### src/core/hbridge_pkg.sv
// Constants and carrier types for the full-bridge drive logic.
// Assumes a single 50 MHz clock and asynchronous active-high reset.
// What this block does
// - Decode direction pins to brake, stop, drive
// - Low speed input forces short brake in the drive codes
// - Alert released while any protection active
// - Both direction inputs low clear latched faults
// - Undervoltage forces high impedance, self recovers
// - Overvoltage forces high impedance, self recovers
// - Thermal trip latches high impedance
// - Qualified overcurrent on any transistor latches
// - Overcurrent qualification time is configurable counter
// - Dead time on every leg transition
// - Speed pulses accepted on direction pins
// - Sense ground trip latches like overcurrent
// - Sense threshold reached enters discharge brake
// - Four oscillator ticks then charge
// - Still above threshold: one more discharge
// - Target reached in charge: full discharge
// - Short brake wins over driving
// - Alert is open drain, low when normal
package hbridge_pkg;

   // ----------------------------------------
   // Timing
   // ----------------------------------------
   localparam int CLK_MHZ          = 50;
   localparam int DEAD_TIME_NS     = 200;
   localparam int DEAD_CYCLES      = (DEAD_TIME_NS * CLK_MHZ + 999) / 1000;
   localparam int TRIP_1_6_NS      = 1600;
   localparam int TRIP_2_8_NS      = 2800;
   localparam int TRIP_12_4_NS     = 12400;
   localparam int TRIP_1_6_CYC     = (TRIP_1_6_NS * CLK_MHZ + 999) / 1000;
   localparam int TRIP_2_8_CYC     = (TRIP_2_8_NS * CLK_MHZ + 999) / 1000;
   localparam int TRIP_12_4_CYC    = (TRIP_12_4_NS * CLK_MHZ + 999) / 1000;
   localparam int CHOP_TICKS       = 4;
   localparam int OSC_DIV_DEFAULT  = 500;
   localparam int SYNC_STAGES      = 2;

   // ----------------------------------------
   // Trip delay selection codes
   // ----------------------------------------
   localparam logic [1:0] TRIP_SEL_SHORT = 2'h0;
   localparam logic [1:0] TRIP_SEL_MID   = 2'h1;
   localparam logic [1:0] TRIP_SEL_LONG  = 2'h2;

   // ----------------------------------------
   // Types
   // ----------------------------------------
   typedef enum logic [1:0] {
      LEG_OFF,
      LEG_HIGH,
      LEG_LOW
   } leg_t;

   typedef struct packed {
      logic hi;
      logic lo;
   } gate_t;

   typedef struct packed {
      logic thermal_trip;
      logic overcurrent_trip;
      logic sense_trip;
      logic overvoltage_trip;
      logic undervoltage_lockout;
   } fault_t;

endpackage

### src/core/hbridge_drive_protect_chopper.sv
// Top level of the full-bridge drive, protection and chopper logic.
// Assumes comparator and protection indications arrive as raw levels.
`timescale 1ns/1ps
module hbridge_drive_protect_chopper #(
   parameter int OSC_DIV = hbridge_pkg::OSC_DIV_DEFAULT,
   parameter int TRIP_W  = 10
) (
   // Clock and reset
   input  wire logic                 clk,
   input  wire logic                 reset,
   // Host control
   input  wire logic                 dir_ctrl_a,
   input  wire logic                 dir_ctrl_b,
   input  wire logic                 speed_in,
   input  wire logic [1:0]           trip_delay_set,
   // Analog indications
   input  wire logic [3:0]           overcurrent_trip,
   input  wire logic                 thermal_trip,
   input  wire logic                 overvoltage_trip,
   input  wire logic                 undervoltage_lockout,
   input  wire logic                 sense_voltage,
   input  wire logic                 sense_ground,
   // Bridge gates
   output hbridge_pkg::gate_t        bridge_leg_a,
   output hbridge_pkg::gate_t        bridge_leg_b,
   // Alert open drain
   output logic                      alert_o,
   output logic                      alert_oe,
   // Status
   output hbridge_pkg::fault_t       fault_r,
   output logic                      discharge_r
);

   // ----------------------------------------
   // Input synchronisation
   // ----------------------------------------
   localparam int NIN = 14;
   logic [NIN-1:0] raw;
   logic [NIN-1:0] syn;
   logic           a_s, b_s, spd_s, th_s, ov_s, uv_s, sv_s, sg_s;
   logic [3:0]     oc_s;
   logic [1:0]     sel_s;

   assign raw = {dir_ctrl_a, dir_ctrl_b, speed_in, thermal_trip, overvoltage_trip,
                 undervoltage_lockout, sense_voltage, sense_ground,
                 overcurrent_trip, trip_delay_set};

   hbridge_sync #(.WIDTH(NIN)) u_sync (
      .clk   (clk),
      .reset (reset),
      .d     (raw),
      .q     (syn)
   );

   assign {a_s, b_s, spd_s, th_s, ov_s, uv_s, sv_s, sg_s, oc_s, sel_s} = syn;

   logic clear_req;
   assign clear_req = !a_s && !b_s;

   // ----------------------------------------
   // Overcurrent qualification
   // ----------------------------------------
   function automatic logic [TRIP_W-1:0] trip_limit(input logic [1:0] sel);
      case (sel)
         hbridge_pkg::TRIP_SEL_SHORT: trip_limit = TRIP_W'(hbridge_pkg::TRIP_1_6_CYC);
         hbridge_pkg::TRIP_SEL_MID:   trip_limit = TRIP_W'(hbridge_pkg::TRIP_2_8_CYC);
         default:                     trip_limit = TRIP_W'(hbridge_pkg::TRIP_12_4_CYC);
      endcase
   endfunction

   logic [TRIP_W-1:0] oc_cnt_r [4];
   logic [3:0]        oc_qual;

   genvar g;
   generate
      for (g = 0; g < 4; g++)
      begin : g_oc
         always_ff @(posedge clk or posedge reset)
         begin
            if (reset)
               oc_cnt_r[g] <= '0;
            else if (!oc_s[g])
               oc_cnt_r[g] <= '0;
            else if (oc_cnt_r[g] < trip_limit(sel_s))
               oc_cnt_r[g] <= oc_cnt_r[g] + TRIP_W'(1);
         end
         assign oc_qual[g] = oc_s[g] && (oc_cnt_r[g] >= trip_limit(sel_s));
      end
   endgenerate

   // ----------------------------------------
   // Fault latching
   // ----------------------------------------
   // A trip present during the clear code wins, so a live fault is never hidden.
   always_ff @(posedge clk or posedge reset)
   begin
      if (reset)
         fault_r <= '0;
      else
      begin
         fault_r.thermal_trip         <= th_s || (fault_r.thermal_trip && !clear_req);
         fault_r.overcurrent_trip     <= (|oc_qual)
                                         || (fault_r.overcurrent_trip && !clear_req);
         fault_r.sense_trip           <= sg_s || (fault_r.sense_trip && !clear_req);
         fault_r.overvoltage_trip     <= ov_s;
         fault_r.undervoltage_lockout <= uv_s;
      end
   end

   logic any_fault;
   assign any_fault = |fault_r;

   // ----------------------------------------
   // Alert output
   // ----------------------------------------
   always_ff @(posedge clk or posedge reset)
   begin
      if (reset)
      begin
         alert_o  <= 1'b0;
         alert_oe <= 1'b1;
      end
      else
      begin
         alert_o  <= 1'b0;
         alert_oe <= !any_fault;
      end
   end

   // ----------------------------------------
   // Chopper oscillator
   // ----------------------------------------
   logic [15:0] osc_cnt_r;
   logic        osc_tick;
   assign osc_tick = (osc_cnt_r == 16'(OSC_DIV - 1));

   always_ff @(posedge clk or posedge reset)
   begin
      if (reset)
         osc_cnt_r <= 16'h0000;
      else if (osc_tick)
         osc_cnt_r <= 16'h0000;
      else
         osc_cnt_r <= osc_cnt_r + 16'h0001;
   end

   // ----------------------------------------
   // Chopper state machine
   // ----------------------------------------
   typedef enum logic [1:0] {
      CH_CHARGE,
      CH_DIS_FIRST,
      CH_DIS_SECOND,
      CH_CHARGE_HOLD
   } chop_t;

   chop_t      chop_r;
   logic [2:0] tick_r;
   logic       ticks_done;
   assign ticks_done = osc_tick && (tick_r == 3'(hbridge_pkg::CHOP_TICKS - 1));

   always_ff @(posedge clk or posedge reset)
   begin
      if (reset)
      begin
         chop_r <= CH_CHARGE;
         tick_r <= 3'h0;
      end
      else
      begin
         if (chop_r == CH_CHARGE || chop_r == CH_CHARGE_HOLD || ticks_done)
            tick_r <= 3'h0;
         else if (osc_tick)
            tick_r <= tick_r + 3'h1;
         case (chop_r)
            CH_CHARGE:
               if (sv_s)
                  chop_r <= CH_DIS_FIRST;
            CH_DIS_FIRST:
               if (ticks_done)
                  chop_r <= sv_s ? CH_DIS_SECOND : CH_CHARGE;
            CH_DIS_SECOND:
               if (ticks_done)
                  chop_r <= CH_CHARGE_HOLD;
            CH_CHARGE_HOLD:
               if (!sv_s)
                  chop_r <= CH_CHARGE;
            default:
               chop_r <= CH_CHARGE;
         endcase
      end
   end

   always_ff @(posedge clk or posedge reset)
   begin
      if (reset)
         discharge_r <= 1'b0;
      else
         discharge_r <= (chop_r == CH_DIS_FIRST) || (chop_r == CH_DIS_SECOND);
   end

   // ----------------------------------------
   // Mode decoding
   // ----------------------------------------
   hbridge_pkg::leg_t req_a, req_b;
   logic              chop_brake;
   assign chop_brake = (chop_r == CH_DIS_FIRST) || (chop_r == CH_DIS_SECOND);

   always_comb
   begin
      req_a = hbridge_pkg::LEG_OFF;
      req_b = hbridge_pkg::LEG_OFF;
      if (any_fault)
      begin
         req_a = hbridge_pkg::LEG_OFF;
         req_b = hbridge_pkg::LEG_OFF;
      end
      else
      begin
         case ({a_s, b_s})
            2'h3:
            begin
               req_a = hbridge_pkg::LEG_LOW;
               req_b = hbridge_pkg::LEG_LOW;
            end
            2'h2, 2'h1:
            begin
               // Pulsing the direction pins lands here or in brake/stop directly
               if (!spd_s || chop_brake)
               begin
                  req_a = hbridge_pkg::LEG_LOW;
                  req_b = hbridge_pkg::LEG_LOW;
               end
               else
               begin
                  req_a = a_s ? hbridge_pkg::LEG_HIGH : hbridge_pkg::LEG_LOW;
                  req_b = b_s ? hbridge_pkg::LEG_HIGH : hbridge_pkg::LEG_LOW;
               end
            end
            default:
            begin
               req_a = hbridge_pkg::LEG_OFF;
               req_b = hbridge_pkg::LEG_OFF;
            end
         endcase
      end
   end

   // ----------------------------------------
   // Legs with dead time
   // ----------------------------------------
   hbridge_leg u_leg_a (
      .clk    (clk),
      .reset  (reset),
      .req    (req_a),
      .gate_r (bridge_leg_a)
   );

   hbridge_leg u_leg_b (
      .clk    (clk),
      .reset  (reset),
      .req    (req_b),
      .gate_r (bridge_leg_b)
   );

endmodule

### src/core/hbridge_leg.sv
// One bridge leg: turns a requested level into gate drives with dead time.
// Both gates are off for the dead time on any change between levels.
`timescale 1ns/1ps
module hbridge_leg #(
   parameter int DEAD = hbridge_pkg::DEAD_CYCLES
) (
   // Clock and reset
   input  wire logic               clk,
   input  wire logic               reset,
   // Request
   input  hbridge_pkg::leg_t       req,
   // Gates
   output hbridge_pkg::gate_t      gate_r
);
   hbridge_pkg::leg_t cur_r;
   logic [7:0]        dead_r;

   // ----------------------------------------
   // Dead time sequencing
   // ----------------------------------------
   // Off is reached at once for safety; only turning a transistor on waits.
   always_ff @(posedge clk or posedge reset)
   begin
      if (reset)
      begin
         cur_r  <= hbridge_pkg::LEG_OFF;
         dead_r <= 8'h00;
         gate_r <= '0;
      end
      else if (req != cur_r)
      begin
         cur_r  <= req;
         dead_r <= 8'(DEAD);
         gate_r <= '0;
      end
      else if (dead_r != 8'h00)
      begin
         dead_r <= dead_r - 8'h01;
         gate_r <= '0;
      end
      else
      begin
         gate_r.hi <= (cur_r == hbridge_pkg::LEG_HIGH);
         gate_r.lo <= (cur_r == hbridge_pkg::LEG_LOW);
      end
   end
endmodule

### src/core/hbridge_sync.sv
// Multi-stage synchroniser for a bundle of asynchronous levels.
// Only the final stage is visible outside.
`timescale 1ns/1ps
module hbridge_sync #(
   parameter int WIDTH = 1
) (
   // Clock and reset
   input  wire logic             clk,
   input  wire logic             reset,
   // Data
   input  wire logic [WIDTH-1:0] d,
   output logic      [WIDTH-1:0] q
);
   logic [WIDTH-1:0] stage_r [hbridge_pkg::SYNC_STAGES];

   // ----------------------------------------
   // Chain
   // ----------------------------------------
   always_ff @(posedge clk or posedge reset)
   begin
      if (reset)
      begin
         for (int i = 0; i < hbridge_pkg::SYNC_STAGES; i++)
            stage_r[i] <= '0;
      end
      else
      begin
         stage_r[0] <= d;
         for (int i = 1; i < hbridge_pkg::SYNC_STAGES; i++)
            stage_r[i] <= stage_r[i-1];
      end
   end

   assign q = stage_r[hbridge_pkg::SYNC_STAGES-1];
endmodule

### config.mk
export PLATFORM = sky130hd
export DESIGN_NAME = hbridge_drive_protect_chopper
export DESIGN_NICKNAME = d
export VERILOG_FILES = /design/src/core/hbridge_pkg.sv /design/src/core/hbridge_drive_protect_chopper.sv /design/src/core/hbridge_leg.sv /design/src/core/hbridge_sync.sv
export SDC_FILE = /design/constraint.sdc
export NUM_CORES = 1
export LEC_CHECK = 0
export BUFFER_PORTS_ARGS = -buffer_cell sky130_fd_sc_hd__buf_2
export CAP_MARGIN = 25
export CORE_AREA = 2 2 110 112
export CTS_CLUSTER_SIZE = 14
export DETAILED_ROUTE_END_ITERATION = 7
export DIE_AREA = 0 0 112 114
export GPL_ROUTABILITY_DRIVEN = 0
export PLACE_DENSITY = 0.78
export SLEW_MARGIN = 15
export SYNTH_ARGS = -nofsm -noshare
export SYNTH_HDL_FRONTEND = slang
export SYNTH_SLANG_ARGS = --single-unit
export TNS_END_PERCENT = 10
### constraint.sdc
create_clock -name clk -period 4.4 [get_ports clk]
set_input_delay 0.44 -clock clk [delete_from_list [all_inputs] [get_ports clk]]
set_output_delay 0.44 -clock clk [all_outputs]
set_load 0.03 [all_outputs]
# Yosys cells after proc, flatten, opt, wreduce, memory -nomap -nowiden
# Index checks and enable logic that the tools add are counted.
# totals
register_bits,120
inputBits,16
# classes
addsub,8
order_cmp,8
eq_ne,23
mux,38
reduce_logical,32
# ops
operator,count
10-bit 2-to-1 mux,12
10-bit by 1-bit adder with 10-bit output (second input constant),4
10-bit greater-or-equal comparator,4
10-bit less-than comparator,4
8-bit 2-to-1 mux,4
2-bit 2-to-1 mux,15
10-bit one-hot mux with 2 select lines,1
16-bit by 1-bit adder with 16-bit output (second input constant),1
16-bit by 9-bit == test with 1-bit output (second input constant),1
16-bit 2-to-1 mux,1
8-bit nonzero test,2
8-bit by 1-bit subtractor with 8-bit output (second input constant),2
2-bit != test (second input constant),7
2-bit == test (second input constant),6
2-bit by 1-bit == test with 1-bit output (second input constant),5
1-bit logical AND,9
2-bit one-hot mux with 2 select lines,2
2-bit one-hot mux with 4 select lines,1
1-bit logical OR,7
3-bit 2-to-1 mux,2
2-bit nonzero test,3
1-bit zero test,5
5-bit OR reduction,1
2-bit zero test,2
other kinds (7),8

# Longest topological paths before layout
# depth
depth_word,8
ltp_mapped,10

# Modules after synthesis
# From an unflattened synthesis, not the netlist that was laid out.
# unflattened
hier_cells,613
hier_area_um2,6343.6
# modules_own_cells
module,n_inst,cells_per_inst,area_per_inst_um2
hbridge_drive_protect_chopper,1,454,4337.9
hbridge_leg,2,58,598.1
hbridge_sync,1,43,809.5

# Worst setup path after synthesis
# OpenSTA, ideal clock, no wires.
# synth_timing
path_type,flip-flop to flip-flop
start,"reg u_sync.stage_r, in the netlist u_sync.q[1]"
end,reg oc_cnt_r[9] (netlist name)
t_arrival_ns,2.621
t_required_ns,4.321
setup_slack_ns,1.699
path_stages_with_launch,11
period_less_slack_ns,2.701
cell_sequence,dfrtp_1 -> buf_2 -> nor2b_1 -> inv_1 -> ha_1 -> a211o_1 -> a21oi_1 -> o21ai_0 -> clkbuf_1 -> nor4_1 -> mux2i_1
# synth_between
elab_chain_cells,5
word_cells_on_any_way,6
# synth_lines
element,line,text
"start, declared",hbridge_sync.sv:14,logic [WIDTH-1:0] stage_r [hbridge_pkg::SYNC_STAGES];
"start signal, assigned by index",hbridge_sync.sv:30,stage_r[i] <= stage_r[i-1];
2-bit by 1-bit == test with 1-bit output or 2-bit zero test (tied branches),hbridge_drive_protect_chopper.sv:64,case (sel)
10-bit one-hot mux with 2 select lines (*),hbridge_drive_protect_chopper.sv:64,
10-bit 2-to-1 mux (*),hbridge_drive_protect_chopper.sv:82,else if (!oc_s[g])
10-bit less-than comparator (*),hbridge_drive_protect_chopper.sv:84,else if (oc_cnt_r[g] < trip_limit(sel_s))
2-bit != test (no line) (*),n/a,
"end signal, assigned by index",hbridge_drive_protect_chopper.sv:85,oc_cnt_r[g] <= oc_cnt_r[g] + TRIP_W'(1);
"end, declared",hbridge_drive_protect_chopper.sv:71,logic [TRIP_W-1:0] oc_cnt_r [4];
# Mark *: on every way between the ends. The rest lies on a longest branch, timed or not. The select of a mux whose other input is x is not followed.
# A chain may end at the register's enable or synchronous reset.

# Worst setup path in the final report
# layout_timing
start,"reg u_sync.stage_r, in the netlist u_sync.q[0]"
end,reg oc_cnt_r[9] (netlist name)
# The elaborated chain is that of the path after synthesis.

==> flow_summary.toml <==
[status]
status = "finished, final reports clean"

[synth]
syn_area_mm2 = 0.006210
yosysSeqAreaShare_pct = 48.38
ys.flop_type = "dfrtp_1"
ys_async_sr_fraction_pct = 100.0
yosys.area.top_type = "dfrtp_1"
synth_cell_types = 59
syn_inst = 590
ys_ff_latch = 120
syn_nets = 650
synth.area.top_cells = "dfrtp_1 48%, ha_1 8.9%, xnor2_1 3.9%, inv_1 2.2%, mux2i_1 2.1%"
synth-edff-count = 0
yosys_warnings = 0
yosys.area.top_type_share_pct = 47.95
ys_top_cells_by_count = "119 x dfrtp_1, 44 x ha_1, 36 x inv_1"
syn_area_per_cell_um2 = 10.52
yosysMostFrequentCell = "dfrtp_1"

[timing]
rsz0062_at_grt = "false"
max_slew_margin_pct = 49.88
finalWorstSetupSlack_ns = 1.227
final_hold_viol_count = 0
final_max_slew_viol_count = 0
finalClockSkew_ns = 0.007175
timing_worst_slew_pin_value_ns = 0.7461
setup_viol = 0
post-route-period-util_pct = 72.11
whs_ns = 0.1154
clock.fmax_mhz = 315.2
tns_ns = 0
finalCriticalPeriod_ns = 3.173

[global_route]
antenna_found_initial = 0
grt_max_degree = 55
grt_overflow = 0
grt_pass1_vias = 4603
grt_use_total_pct = 20.50
grt_pass1_wl_mm = 21.05

[final_layout]
n_antenna_cell = 0
drive_gt1_share_pct = 11.04
finalNetCount = 681
fin_area_mm2 = 0.007096
final_util_pct = 60.59
syn2layout_area_growth_pct = 14.27
final_cells = 781

[setup_path]
critPathMaxStageDelay_ns = 0.52
crit_chain = "nor2b_1 -> inv_1 -> ha_1 -> a211o_1 -> a21oi_1 -> o21ai_0 -> buf_2 -> nor4_1 -> mux2i_1"
cpMaxStageDelayCell = "dfrtp_1"
timing.rr.start = "u_sync.q[0]$_DFF_PP0_"
path_delay_family = "compound AO/OA/AOI/OAI gates"
ff2ff_path_depth = 9
cp-start-kind = "flip-flop"
worst-path-buf-inv = 2
crit_arrival_ns = 3.52
crit_required_ns = 4.74
cp-end-kind = "flip-flop"
path_class = "flip-flop to flip-flop"
worstPathMaxFanout = 12
regToRegEndpoint = "oc_cnt_r[9]$_DFFE_PP0P_"
reg2reg_setup_slack_ns = 1.23

[floorplan]
core_area_mm2 = 0.01171
dieArea_mm2 = 0.01277
io_pins = 28
fp.dieH_um = 114
fp-row-count = 40
die_w_um = 112
start_util_pct = 53.02

[clocking]
cts_buffers = 17
post-cts-setup-buffer-count = 0
cts.path.max_buffers = 2
cts.sinks = 120
cts_root_buffer = "clkbuf_16"
postCtsHoldBufs = 0
cts_resized = 0
cts_tree = "done"
clk_pin_slew_worst_paths_ns = 0.06
clock_latency_ns = 0.42
htreeDepth = 4

[power]
p_leak_nw = 3.159
vdd_ir_drop_max_mv = 0.4397
finalPower_mw = 3.216
power.density_mw_per_mm2 = 453.2

[routing]
drtIter0Drc = 382
routed_wl_mm = 12.10
dr_total_vias = 4625
antenna_left = 0
drc_errors = 0
routedWlPerCell_um = 15.50
dr.pass1.iters = 5
viasPerCell = 5.922

[placement]
hpwl_mm = 8.367
pre_cts_slack_ns = 1.100
place_area_mm2 = 0.006457
placedCellCount = 746
io_buffers = 26

[job]
max-cap-violations = 0

[worst_hold_path]
hold_path_class = "primary input to asynchronous set/reset pin"
[metal layers]
metal,vias to the layer above,global-route usage (%),part of all wire (%)
met5,-,0,0
met1,2273,24.39,44
li1,2213,-,-
met4,0,8.618,1.5
met3,28,6.057,4.5
met2,111,34.99,50
[area by class of cell]
cell class / count / area, um2
inverters: 37 / 141.4
fillers: 956 / 4616
clock inverters: 8 / 146.4
flip-flops and latches: 120 / 3004
well taps: 147 / 183.9
multi-input cells: 413 / 2975
repair buffers: 32 / 172.7
clock buffers: 24 / 471.7
[flip-flops by register name (all words and copies together), names as in the netlist, 2 cells and up, named ones only]
name,cells
u_leg_b.dead_r,8
u_leg_a.cur_r,2
u_leg_a.gate_r,2
fault_r,5
u_leg_a.dead_r,8
u_leg_b.gate_r,2
u_sync.q,14
oc_cnt_r,40
osc_cnt_r,16
u_leg_b.cur_r,2
u_sync.stage_r,14
tick_r,3
[worst max path at each step]
stage,end,depth (start not counted),slack [ns],start
after floorplan,asynchronous set/reset pin,1,0.78,reset
after global placement,oc_cnt_r[9]$_DFFE_PP0P_,8,1.32,u_sync.q[0]$_DFF_PP0_
after detailed placement,oc_cnt_r[7]$_DFFE_PP0P_,8,1.10,u_sync.q[0]$_DFF_PP0_
after CTS,oc_cnt_r[7]$_DFFE_PP0P_,8,1.10,u_sync.q[0]$_DFF_PP0_
after global routing,oc_cnt_r[9]$_DFFE_PP0P_,9,0.86,u_sync.q[0]$_DFF_PP0_
final,oc_cnt_r[9]$_DFFE_PP0P_,9,1.23,u_sync.q[0]$_DFF_PP0_
[power breakdown]
group | switching, mW | internal (mW)
Sequential | 0.104 | 1.21
Combinational | 0.240 | 0.199
Clock | 0.484 | 0.976
Total | 0.827 | 2.39
[kinds of logic (layout without fill, tap and decap cells)]
kind of cell,after synthesis,after routing,share of synthesized area (%)
adders and majority gates,44,44,8.866
and+or+nand+nor,208,208,19.10
AOI/OAI and AO/OA,112,112,12.82
other,1,1,0.06039
DFF,120,120,48.38
buffers and inverters,57,101,3.707
muxes,14,14,2.277
xor gates and xnor gates,34,34,4.796
[cell usage in the layout (no fill, tap or decap), types with 11 or more instances in the layout]
cell and n:
a21boi_0 13, a21oi_1 13, buf_2 27, clkbuf_16 17, dfrtp_1 119, ha_1 44
inv_1 35, mux2i_1 13, nand2_1 24, nand2b_1 12, nand3_1 20, nand4_1 14
nor2_1 34, nor3_1 20, o21ai_0 19, o31ai_1 11, or3_1 14, xnor2_1 28
[worst reg2reg max path: stages (launching register included)]
cell and delay, ns:
dfrtp_1 0.52, nor2b_1 0.40, inv_1 0.20, ha_1 0.34
a211o_1 0.28, a21oi_1 0.32, o21ai_0 0.26, buf_2 0.24
nor4_1 0.32, mux2i_1 0.23
Power figures use the tool's default switching activity.
